===== src/rtl/cmmg_cfg.svh =====
// constants for the processor memory map glue: strap pattern, decode codes, widths
// assumes inclusion by bare name from each design file that needs them
`ifndef CMMG_CFG_SVH
`define CMMG_CFG_SVH
`define CMMG_STRAP_PATTERN   16'hB4FE
`define CMMG_STRAP_LOW_MASK  16'h4B01
`define CMMG_IO_HIT_NIBBLE   4'hF
`define CMMG_MAP_PAGE_HI     4'hF
`define CMMG_MAP_PAGE_MID    3'h0
`define CMMG_MAP_CS_CODE     2'h0
`define CMMG_MAP_SEL_CODE    2'h1
`define CMMG_MAP_SEL_LOW     5'h00
`define CMMG_RAM_BASE_TOP    4'h0
`define CMMG_ROM1_TOP        4'h1
`define CMMG_ROM2_TOP        4'h2
`define CMMG_ROM3_TOP        4'h3
`define CMMG_MAP_RESET       8'h00
`define CMMG_ROW_BITS        7
`define CMMG_COL_BITS        4
`endif


===== src/rtl/cmmg_pkg.sv =====
// types for the processor memory map glue
// assumes cmmg_cfg.svh holds the numeric constants
package cmmg_pkg;
  typedef enum logic [1:0] {
    CMMG_SEL_NONE,
    CMMG_SEL_ROM,
    CMMG_SEL_RAM
  } cmmg_sel_e;
  typedef logic [19:0] cmmg_addr_t;
endpackage


===== src/rtl/cmmg_flag_decode.sv =====
// flag and read/write decode gates, registered
// assumes processor flags and controls synchronous to clk
`timescale 1ns/1ps
`include "cmmg_cfg.svh"
module cmmg_flag_decode (
  // clock and reset
  input  wire logic clk,
  input  wire logic rstn,
  // processor flags and controls
  input  wire logic cpu_flag_bit0,
  input  wire logic cpu_flag_bit1,
  input  wire logic cpu_row_strobe_n,
  input  wire logic high_byte_rw_ctl,
  input  wire logic low_byte_rw_ctl,
  input  wire logic priority_input,
  // decoded outputs
  output logic      refresh_reg,
  output logic      ram_row_strobe_n_reg,
  output logic      io_cycle_qualifier_n_reg,
  output logic      read_cycle_reg,
  output logic      read_strobe_n_reg,
  output logic      low_byte_write_n_reg
);
  logic refresh_next;
  logic read_next;

  assign refresh_next = cpu_flag_bit0 & ~cpu_flag_bit1;
  assign read_next    = high_byte_rw_ctl & low_byte_rw_ctl;

  always_ff @(posedge clk) begin
    if (!rstn) begin
      refresh_reg              <= 1'b0;
      ram_row_strobe_n_reg     <= 1'b1;
      io_cycle_qualifier_n_reg <= 1'b1;
    end else begin
      refresh_reg              <= refresh_next;
      ram_row_strobe_n_reg     <= refresh_next | cpu_row_strobe_n;
      io_cycle_qualifier_n_reg <= cpu_flag_bit0 | cpu_flag_bit1;
    end
  end

  always_ff @(posedge clk) begin
    if (!rstn) begin
      read_cycle_reg       <= 1'b0;
      read_strobe_n_reg    <= 1'b1;
      low_byte_write_n_reg <= 1'b1;
    end else begin
      read_cycle_reg       <= read_next;
      read_strobe_n_reg    <= ~(read_next & priority_input);
      low_byte_write_n_reg <= ~(~low_byte_rw_ctl & priority_input);
    end
  end
endmodule


===== src/rtl/cmmg_mem_map.sv =====
// memory map: input mux, adders holding the translation, control flop, output mux
// assumes latched address and peripheral data synchronous to clk
`timescale 1ns/1ps
`include "cmmg_cfg.svh"
module cmmg_mem_map (
  // clock and reset
  input  wire logic        clk,
  input  wire logic        rstn,
  // selects and strobes
  input  wire logic        map_cs_n,
  input  wire logic        map_sel_n,
  input  wire logic        low_byte_write_n,
  input  wire logic        priority_low_n,
  // buses
  input  wire logic [15:1] latched_addr_bus,
  input  wire logic [7:0]  peripheral_data_bus,
  // results
  output logic [7:0]       map_value_reg,
  output logic             map_on_reg,
  output logic [19:12]     translated_hi
);
  logic [3:0] mux_nibble;

  function automatic logic [3:0] add_nibble(input logic [3:0] a, input logic [3:0] b);
    add_nibble = 4'(a + b);
  endfunction

  // the low nibble path carries bits the adders never load
  assign mux_nibble = !map_cs_n ? latched_addr_bus[15:12] : latched_addr_bus[4:1];

  always_ff @(posedge clk) begin
    if (!rstn) begin
      map_value_reg <= `CMMG_MAP_RESET;
    end else if (!map_cs_n && !low_byte_write_n) begin
      map_value_reg <= {add_nibble(mux_nibble, peripheral_data_bus[7:4]),
                        add_nibble(mux_nibble, peripheral_data_bus[3:0])};
    end
  end

  always_ff @(posedge clk) begin
    if (!rstn) begin
      map_on_reg <= 1'b0;
    end else if (!map_sel_n && !priority_low_n) begin
      map_on_reg <= peripheral_data_bus[0];
    end
  end

  assign translated_hi = map_on_reg ? map_value_reg
                                    : {4'h0, latched_addr_bus[15:12]};
endmodule


===== src/rtl/cmmg_top.sv =====
// processor memory map glue: strapping, control gates, address latch, map,
// memory access decode and dynamic ram row/column/refresh multiplexing
// assumes all inputs synchronous to clk; bus pins resolved outside from enables
`timescale 1ns/1ps
`include "cmmg_cfg.svh"
// Operation
// - strap five bus lines low during clear
// - strap pattern selects clock, cycle, memory, bus
// - refresh when flag0 set, flag1 clear
// - ram row strobe follows cpu outside refresh; io qualifier
// - read flag and read strobe decode
// - low byte write strobe decode
// - latch address phase for whole transfer
// - map widens addresses to twenty bits
// - map input mux chooses address nibble
// - adders load only on map write
// - adders sum nibble with data nibbles
// - readback drives map value on read
// - map control loads data bit zero
// - output mux selects translated or plain
// - access decode enabled by io miss, strobe
// - rom read on strobe and select
// - ram row then column address
// - refresh uses row addressing only
// - column strobe per accessed byte
// - address buffer latched during column strobe
// - input mux selects refresh sources
// - output mux selects refresh row bits
// - two byte banks row-enabled together from ram row strobe
// - io hit on top four bits ones
// - map select decode from bits five, six
module cmmg_top (
  // clock and reset
  input  wire logic        clk,
  input  wire logic        rstn,
  // power-up clear
  input  wire logic        sys_clear_n,
  // processor flags and controls
  input  wire logic        cpu_flag_bit0,
  input  wire logic        cpu_flag_bit1,
  input  wire logic        cpu_row_strobe_n,
  input  wire logic        cpu_column_strobe_n,
  input  wire logic        high_byte_rw_ctl,
  input  wire logic        low_byte_rw_ctl,
  input  wire logic        priority_input,
  input  wire logic        addr_latch_en,
  input  wire logic        renew_row_bit7,
  input  wire logic        renew_row_bit6,
  // multiplexed bus pins
  input  wire logic [15:0] muxed_addr_data_lines_i,
  output logic [15:0]      muxed_addr_data_lines_o,
  output logic [15:0]      muxed_addr_data_lines_oe,
  // peripheral data bus pins
  input  wire logic [7:0]  peripheral_data_bus_i,
  output logic [7:0]       peripheral_data_bus_o,
  output logic             peripheral_data_bus_oe,
  // control gate outputs
  output logic             ram_row_strobe_n,
  output logic             io_cycle_qualifier_n,
  output logic             read_cycle,
  output logic             read_strobe_n,
  output logic             low_byte_write_n,
  output logic             refresh_active,
  // addresses
  output logic [15:1]      latched_addr_bus,
  output logic [19:12]     translated_addr_bus,
  output logic             map_on,
  output logic             io_space_hit,
  // memory selects
  output logic             firmware_select1_n,
  output logic             firmware_select2_n,
  output logic             firmware_select3_n,
  output logic             ram_select_n,
  output logic             firmware_read_n,
  // dynamic ram
  output logic [4:0]       ram_addr_low,
  output logic [2:0]       ram_addr_high,
  output logic             ram_mux_ctl,
  output logic             upper_col_strobe_n,
  output logic             lower_col_strobe_n,
  output logic             upper_bank_rw_ctl,
  output logic             lower_bank_rw_ctl,
  output logic             upper_bank_row_en,
  output logic             lower_bank_row_en
);
  logic        refresh_reg;
  logic        read_cycle_reg;
  logic        read_strobe_n_w;
  logic        low_byte_write_n_w;
  logic        map_cs_n;
  logic        map_sel_n;
  logic        map_on_w;
  logic [7:0]  map_value;
  logic [19:12] xlate_next;
  logic [15:1] latch_reg;
  logic [15:1] latch_next;
  logic        io_hit_next;
  logic        decode_en;
  cmmg_pkg::cmmg_sel_e sel_kind;
  logic [2:0]  ram_in_mux;
  logic [2:0]  ram_out_next;
  logic [4:0]  buf_next;

  function automatic logic nibble_ones(input logic [3:0] n);
    nibble_ones = (n == `CMMG_IO_HIT_NIBBLE);
  endfunction

  cmmg_flag_decode u_flags (
    .clk                      (clk),
    .rstn                     (rstn),
    .cpu_flag_bit0            (cpu_flag_bit0),
    .cpu_flag_bit1            (cpu_flag_bit1),
    .cpu_row_strobe_n         (cpu_row_strobe_n),
    .high_byte_rw_ctl         (high_byte_rw_ctl),
    .low_byte_rw_ctl          (low_byte_rw_ctl),
    .priority_input           (priority_input),
    .refresh_reg              (refresh_reg),
    .ram_row_strobe_n_reg     (ram_row_strobe_n),
    .io_cycle_qualifier_n_reg (io_cycle_qualifier_n),
    .read_cycle_reg           (read_cycle_reg),
    .read_strobe_n_reg        (read_strobe_n_w),
    .low_byte_write_n_reg     (low_byte_write_n_w)
  );

  assign refresh_active   = refresh_reg;
  assign read_cycle       = read_cycle_reg;
  assign read_strobe_n    = read_strobe_n_w;
  assign low_byte_write_n = low_byte_write_n_w;

  // strap drive: only the zero bits are driven, the rest float high by pull-up
  always_ff @(posedge clk) begin
    if (!rstn) begin
      muxed_addr_data_lines_o  <= 16'h0000;
      muxed_addr_data_lines_oe <= 16'h0000;
    end else begin
      muxed_addr_data_lines_o  <= 16'h0000;
      muxed_addr_data_lines_oe <= sys_clear_n ? 16'h0000 : `CMMG_STRAP_LOW_MASK;
    end
  end

  // address phase captured on the latch enable and held through data phase
  assign latch_next = addr_latch_en ? muxed_addr_data_lines_i[15:1] : latch_reg;
  always_ff @(posedge clk) begin
    if (!rstn) begin
      latch_reg <= 15'h0000;
    end else begin
      latch_reg <= latch_next;
    end
  end
  assign latched_addr_bus = latch_reg;

  // io decode from the held address
  assign io_hit_next = nibble_ones(latch_reg[15:12]);
  assign map_cs_n  = !(io_hit_next && latch_reg[11:9] == `CMMG_MAP_PAGE_MID
                       && latch_reg[8:7] == 2'h0 && latch_reg[6:5] == `CMMG_MAP_CS_CODE);
  assign map_sel_n = !(io_hit_next && latch_reg[11:9] == `CMMG_MAP_PAGE_MID
                       && latch_reg[8:7] == 2'h0 && latch_reg[6:5] == `CMMG_MAP_SEL_CODE
                       && latch_reg[4:1] == 4'h0);

  cmmg_mem_map u_map (
    .clk                 (clk),
    .rstn                (rstn && sys_clear_n),
    .map_cs_n            (map_cs_n),
    .map_sel_n           (map_sel_n),
    .low_byte_write_n    (low_byte_write_n_w),
    .priority_low_n      (~priority_input),
    .latched_addr_bus    (latch_reg),
    .peripheral_data_bus (peripheral_data_bus_i),
    .map_value_reg       (map_value),
    .map_on_reg          (map_on_w),
    .translated_hi       (xlate_next)
  );

  always_ff @(posedge clk) begin
    if (!rstn) begin
      translated_addr_bus <= 8'h00;
      map_on              <= 1'b0;
      io_space_hit        <= 1'b0;
    end else begin
      translated_addr_bus <= xlate_next;
      map_on              <= map_on_w;
      io_space_hit        <= io_hit_next;
    end
  end

  // map readback onto the peripheral bus
  always_ff @(posedge clk) begin
    if (!rstn) begin
      peripheral_data_bus_o  <= 8'h00;
      peripheral_data_bus_oe <= 1'b0;
    end else begin
      peripheral_data_bus_o  <= map_value;
      peripheral_data_bus_oe <= !map_cs_n && !read_strobe_n_w;
    end
  end

  // memory access decode on the translated address
  assign decode_en = !io_hit_next && !cpu_row_strobe_n;
  always_comb begin
    sel_kind = cmmg_pkg::CMMG_SEL_NONE;
    if (decode_en) begin
      if (xlate_next[15:12] == `CMMG_RAM_BASE_TOP || xlate_next[19:16] != 4'h0) begin
        sel_kind = cmmg_pkg::CMMG_SEL_RAM;
      end else begin
        sel_kind = cmmg_pkg::CMMG_SEL_ROM;
      end
    end
  end

  always_ff @(posedge clk) begin
    if (!rstn) begin
      firmware_select1_n <= 1'b1;
      firmware_select2_n <= 1'b1;
      firmware_select3_n <= 1'b1;
      ram_select_n       <= 1'b1;
      firmware_read_n    <= 1'b1;
    end else begin
      firmware_select1_n <= !(sel_kind == cmmg_pkg::CMMG_SEL_ROM && xlate_next[15:14] == 2'h0);
      firmware_select2_n <= !(sel_kind == cmmg_pkg::CMMG_SEL_ROM && xlate_next[15:14] == 2'h1);
      firmware_select3_n <= !(sel_kind == cmmg_pkg::CMMG_SEL_ROM && xlate_next[15] == 1'b1);
      ram_select_n       <= sel_kind != cmmg_pkg::CMMG_SEL_RAM;
      firmware_read_n    <= sel_kind != cmmg_pkg::CMMG_SEL_ROM;
    end
  end

  // ram address multiplexing: refresh drives row bits only
  assign ram_in_mux   = refresh_reg ? {1'b0, renew_row_bit7, 1'b1}
                                    : {xlate_next[15], xlate_next[13], ram_row_strobe_n};
  assign ram_out_next = ram_in_mux[0] ? {1'b0, ram_in_mux[1], renew_row_bit6}
                                      : {xlate_next[16], xlate_next[14], xlate_next[12]};
  assign buf_next     = cpu_column_strobe_n ? latch_reg[5:1] : ram_addr_low;

  always_ff @(posedge clk) begin
    if (!rstn) begin
      ram_addr_low  <= 5'h00;
      ram_addr_high <= 3'h0;
      ram_mux_ctl   <= 1'b0;
    end else begin
      ram_addr_low  <= buf_next;
      ram_addr_high <= ram_out_next;
      ram_mux_ctl   <= ram_in_mux[0];
    end
  end

  // byte column strobes: reads take the word, writes the byte asked for
  always_ff @(posedge clk) begin
    if (!rstn) begin
      upper_col_strobe_n <= 1'b1;
      lower_col_strobe_n <= 1'b1;
      upper_bank_rw_ctl  <= 1'b1;
      lower_bank_rw_ctl  <= 1'b1;
      upper_bank_row_en  <= 1'b0;
      lower_bank_row_en  <= 1'b0;
    end else begin
      upper_col_strobe_n <= !(sel_kind == cmmg_pkg::CMMG_SEL_RAM && !cpu_column_strobe_n
                              && (read_cycle_reg || !high_byte_rw_ctl));
      lower_col_strobe_n <= !(sel_kind == cmmg_pkg::CMMG_SEL_RAM && !cpu_column_strobe_n
                              && (read_cycle_reg || !low_byte_rw_ctl));
      upper_bank_rw_ctl  <= high_byte_rw_ctl;
      lower_bank_rw_ctl  <= low_byte_rw_ctl;
      upper_bank_row_en  <= !ram_row_strobe_n;
      lower_bank_row_en  <= !ram_row_strobe_n;
    end
  end
endmodule


===== config.mk =====
export PLATFORM = sky130hd
export DESIGN_NAME = cmmg_top
export DESIGN_NICKNAME = d
export VERILOG_FILES = /design/src/rtl/cmmg_pkg.sv /design/src/rtl/cmmg_flag_decode.sv /design/src/rtl/cmmg_mem_map.sv /design/src/rtl/cmmg_top.sv
export VERILOG_INCLUDE_DIRS = /design/src /design/src/rtl
export SDC_FILE = /design/constraint.sdc
export NUM_CORES = 1
export LEC_CHECK = 0
export BUFFER_PORTS_ARGS = -buffer_cell sky130_fd_sc_hd__buf_2
export CAP_MARGIN = 5
export CORE_AREA = 3 3 79 81
export DETAILED_ROUTE_END_ITERATION = 16
export DIE_AREA = 0 0 82 84
export MAX_ROUTING_LAYER = met4
export PLACE_DENSITY = 0.83
export RECOVER_POWER = 50
export SLEW_MARGIN = 0
export SYNTH_ARGS = -nofsm -noshare
export SYNTH_HDL_FRONTEND = slang
export SYNTH_SLANG_ARGS = --single-unit

===== constraint.sdc =====
create_clock -name clk -period 4.8 [get_ports clk]
set_clock_uncertainty 0.2 [all_clocks]
set_input_delay 0.24 -clock clk [delete_from_list [all_inputs] [get_ports clk]]
set_output_delay 0.24 -clock clk [all_outputs]
set_load 0.01 [all_outputs]

==> impl_metrics.csv <==
group,metric,value,unit
worst_setup_path,cp_data_required_time,4.82,ns
route,drtAntennaViolNets,0,
worst_setup_path,cp-end-kind,"register",
final_layout,mostFrequentLayoutCell,"dfxtp_1",
worst_setup_path,worstReg2RegEnd,"u_map.map_value_reg[5]",
final_layout,antenna_cells,0,
synth,syn_area,2770,µm²
worst_hold_path,hp-class,"in -> reg",
worst_setup_path,critPathBufInv,2,
clock_tree,cts_tree,"done",
worst_setup_path,crit_slowest_cell,"fa_1",
synth,synth_edf_count,0,
pwr,cellLeakagePower,0.00169,µW
worst_setup_path,crit_start,"latched_addr_bus[6]",
synth,yosysSeqAreaShare,0.499,
final_layout,largest_register_ffs,15,
route,wl,6.41,mm
final_layout,syn_to_final_growth,30.5,%
clock_tree,cts_max_level,3,
synth,muxShareOfSynthArea,0.113,
global_routing,grt.overflow.total,0,
global_routing,grt_pass1_vias,2121,
job,drv_cap,0,
global_routing,grt.total_usage,0.191,
final_layout,most-common-layout-cells,"69 x dfxtp_1, 53 x buf_2, 49 x clkbuf_1",
global_routing,antenna_found_initial,0,
pwr,finalPower,1270,µW
die,die_w,82,µm
final_layout,fin_area,3610,µm²
clock_tree,clockBufferDepth,2,
route,drtIter0Drc,102,
sta,fin_crit,2.77,ns
worst_setup_path,reg2regPathDepth,10,
worst_setup_path,cp_max_fo,5,
final_layout,final_nets,441,
final_layout,drive_gt1_frac,0.190,
die,rows,27,
worst_setup_path,arrival,2.79,ns
clock_tree,clk_pin_slew_worst_paths,0.07,ns
worst_setup_path,criticalPathCategory,"reg -> reg",
sta,max_slew_margin,0.345,
route,drcViolationCount,0,
worst_setup_path,crit_chain,"nor4_1 -> nand2_1 -> or4_4 -> or2b_1 -> ha_1 -> inv_1 -> fa_1 -> inv_1 -> mux2i_1 -> nor2_1",
pwr,peakVddDrop,0.000223,V
clock_tree,cts-root-buf,"clkbuf_8",
sta,finalSetupTns,0,ns
worst_setup_path,cp_top_family,"simple AND/OR/NAND/NOR gates",
placement,dp_hpwl,4.44,mm
die,core_area,5540,µm²
clock_tree,numClockSinks,69,
sta,final_hold_viol_count,0,
sta,tightest_slew,0.982,ns
route,wl_per_cell,13.5,µm
synth,yosys.area_share.simple,0.167,
sta,setup_viol,0,
clock_tree,clk_latency,0.34,ns
route,first_pass_iters,5,
placement,io_buffers,100,
sta,fmax,0.362,GHz
route,num_vias,2246,
route,viasPerCell,4.75,
sta,period_share,0.576,
synth,ys.flop_type,"dfxtp_1",
die,ios,129,
synth,synthCells,273,
placement,place_area,3170,µm²
synth,ys_async_sr_fraction,0,
global_routing,grt_pass1_wl,9.77,mm
worst_setup_path,worst-path-stages,10,
die,die_y,84,µm
placement,gp_congestion,0.778,
worst_setup_path,reg2reg_slack,2.03,ns
synth,synth-adder-area-share,0.0416,
die,start_util,0.500,
final_layout,fillers,470,
worst_hold_path,hold_depth,3,
worst_setup_path,cp_slowest_stage_delay,0.49,ns
synth,synth_top_family_by_area,"simple AND/OR/NAND/NOR gates",
final_layout,multi_input_comb_area,1160,µm²
worst_setup_path,worstReg2RegStart,"latched_addr_bus[6]",
clock_tree,ctsResizeCount,0,
worst_setup_path,cp_common_cell,"inv_1",
synth,synth_area_per_cell,10.1,µm²
sta,rsz0062_at_grt,"false",
clock_tree,post-cts-setup-buffer-count,0,
global_routing,grt_start_max_net_pins,26,
synth,synth.distinct_cells,44,
final_layout,seqCellArea,1380,µm²
clock_tree,numCtsBuffers,9,
worst_setup_path,critPathLaunchType,"register",
synth,synth-seq-cells,69,
run_status,run_status,"complete, no violations",
pwr,power.density,350,nW/µm²
die,die_area,6890,µm²
sta,slew_violations,0,
synth,synth_compound_area_frac,0.0502,
synth,synthXorXnorAreaFrac,0.0127,
synth,ys.warnings.count,0,
worst_setup_path,crit_end,"u_map.map_value_reg[5]",
-- where the power goes --
part | internal (µW) | total, µW | switching, µW | leakage, µW
Clock | 321 | 526 | 205 | 0.000110
Sequential | 590 | 604 | 14.1 | 0.000563
Combinational | 61.2 | 135 | 74.1 | 0.00101
Total | 973 | 1270 | 293 | 0.00169
-- final cells by class --
| class | count | area share |
|---|---|---|
| clock inverter | 3 | 0.0187 |
| inverter | 8 | 0.00831 |
| multi-input combinational | 180 | 0.322 |
| timing repair buffer | 128 | 0.199 |
| sequential | 69 | 0.382 |
| tap | 72 | 0.0249 |
| clock buffer | 13 | 0.0440 |
-- kinds of logic after synthesis --
logic type / count (synthesis)
flops: 69
fa+ha+maj: 8
simple gates: 91
xor+xnor: 4
other cells: 1
buf+inv: 50
compound gates: 19
mux: 31
-- tightest hold or removal path: stages --
cell and delay [ns]:
buf_2 0.09, xnor2_1 0.11, a21oi_1 0.06
-- cells in the mapped netlist (2+ instances only) --
master / count / area, µm²
nand2b_1: 3 / 18.8
ha_1: 6 / 75.1
nor2_1: 37 / 139
and3_1: 5 / 31.3
nor3_1: 6 / 30.0
nand2_1: 7 / 26.3
or2b_1: 2 / 15.0
fa_1: 2 / 40.0
a21oi_1: 8 / 40.0
o21bai_1: 2 / 15.0
inv_1: 7 / 26.3
mux2i_1: 30 / 300
a21o_1: 2 / 15.0
clkbuf_1: 7 / 26.3
dfxtp_1: 69 / 1380
nand3_1: 6 / 30.0
and2_1: 9 / 56.3
xnor2_1: 3 / 26.3
nor4_1: 4 / 25.0
buf_4: 33 / 248
o21ai_0: 2 / 10.0
-- worst min-delay path by stage --
stage	start	end	slack (ns)
3_5_place_dp	u_flags.read_strobe_n_reg	peripheral_data_bus_oe	0.23
5_1_grt	peripheral_data_bus_i[3]	u_map.map_value_reg[3]	0.01
4_1_cts	peripheral_data_bus_i[3]	u_map.map_value_reg[3]	0.00004
3_3_place_gp	u_flags.read_strobe_n_reg	peripheral_data_bus_oe	0.20
6_report	peripheral_data_bus_i[3]	u_map.map_value_reg[3]	0.02
2_1_floorplan	priority_input	u_flags.read_strobe_n_reg	0.10
-- routing by layer --
metal	GRT usage	vias to the layer above	wire [µm]	part of all wire
met4	0.0906	0	136	0.021
met1	0.210	1001	2620	0.41
met3	0.0508	16	516	0.081
met2	0.316	120	3140	0.49
li1	-	1109	-	-
met5	-	-	0	0
-- metrics by stage --
step | setup WS [ns] | instances | hold WS [ns] | util
5_1_grt | 1.88 | 473 | 0.0123 | 0.652
4_1_cts | 2.01 | 473 | 0.0000380 | 0.663
6_report | 2.03 | 473 | 0.0161 | 0.652
3_5_place_dp | 2.04 | 430 | 0.229 | 0.573
3_3_place_gp | 2.12 | 430 | 0.202 | 0.573
2_1_floorplan | 2.28 | 299 | 0.102 | -
-- repair_timing --
| action | 4_1_cts | 5_1_grt |
|---|---|---|
| hold buffers | 27 | 0 |
| endpoints found under the setup margin | 0 | 0 |
| endpoints found under the hold margin | 32 | 0 |
Power figures use the tool's default switching activity.
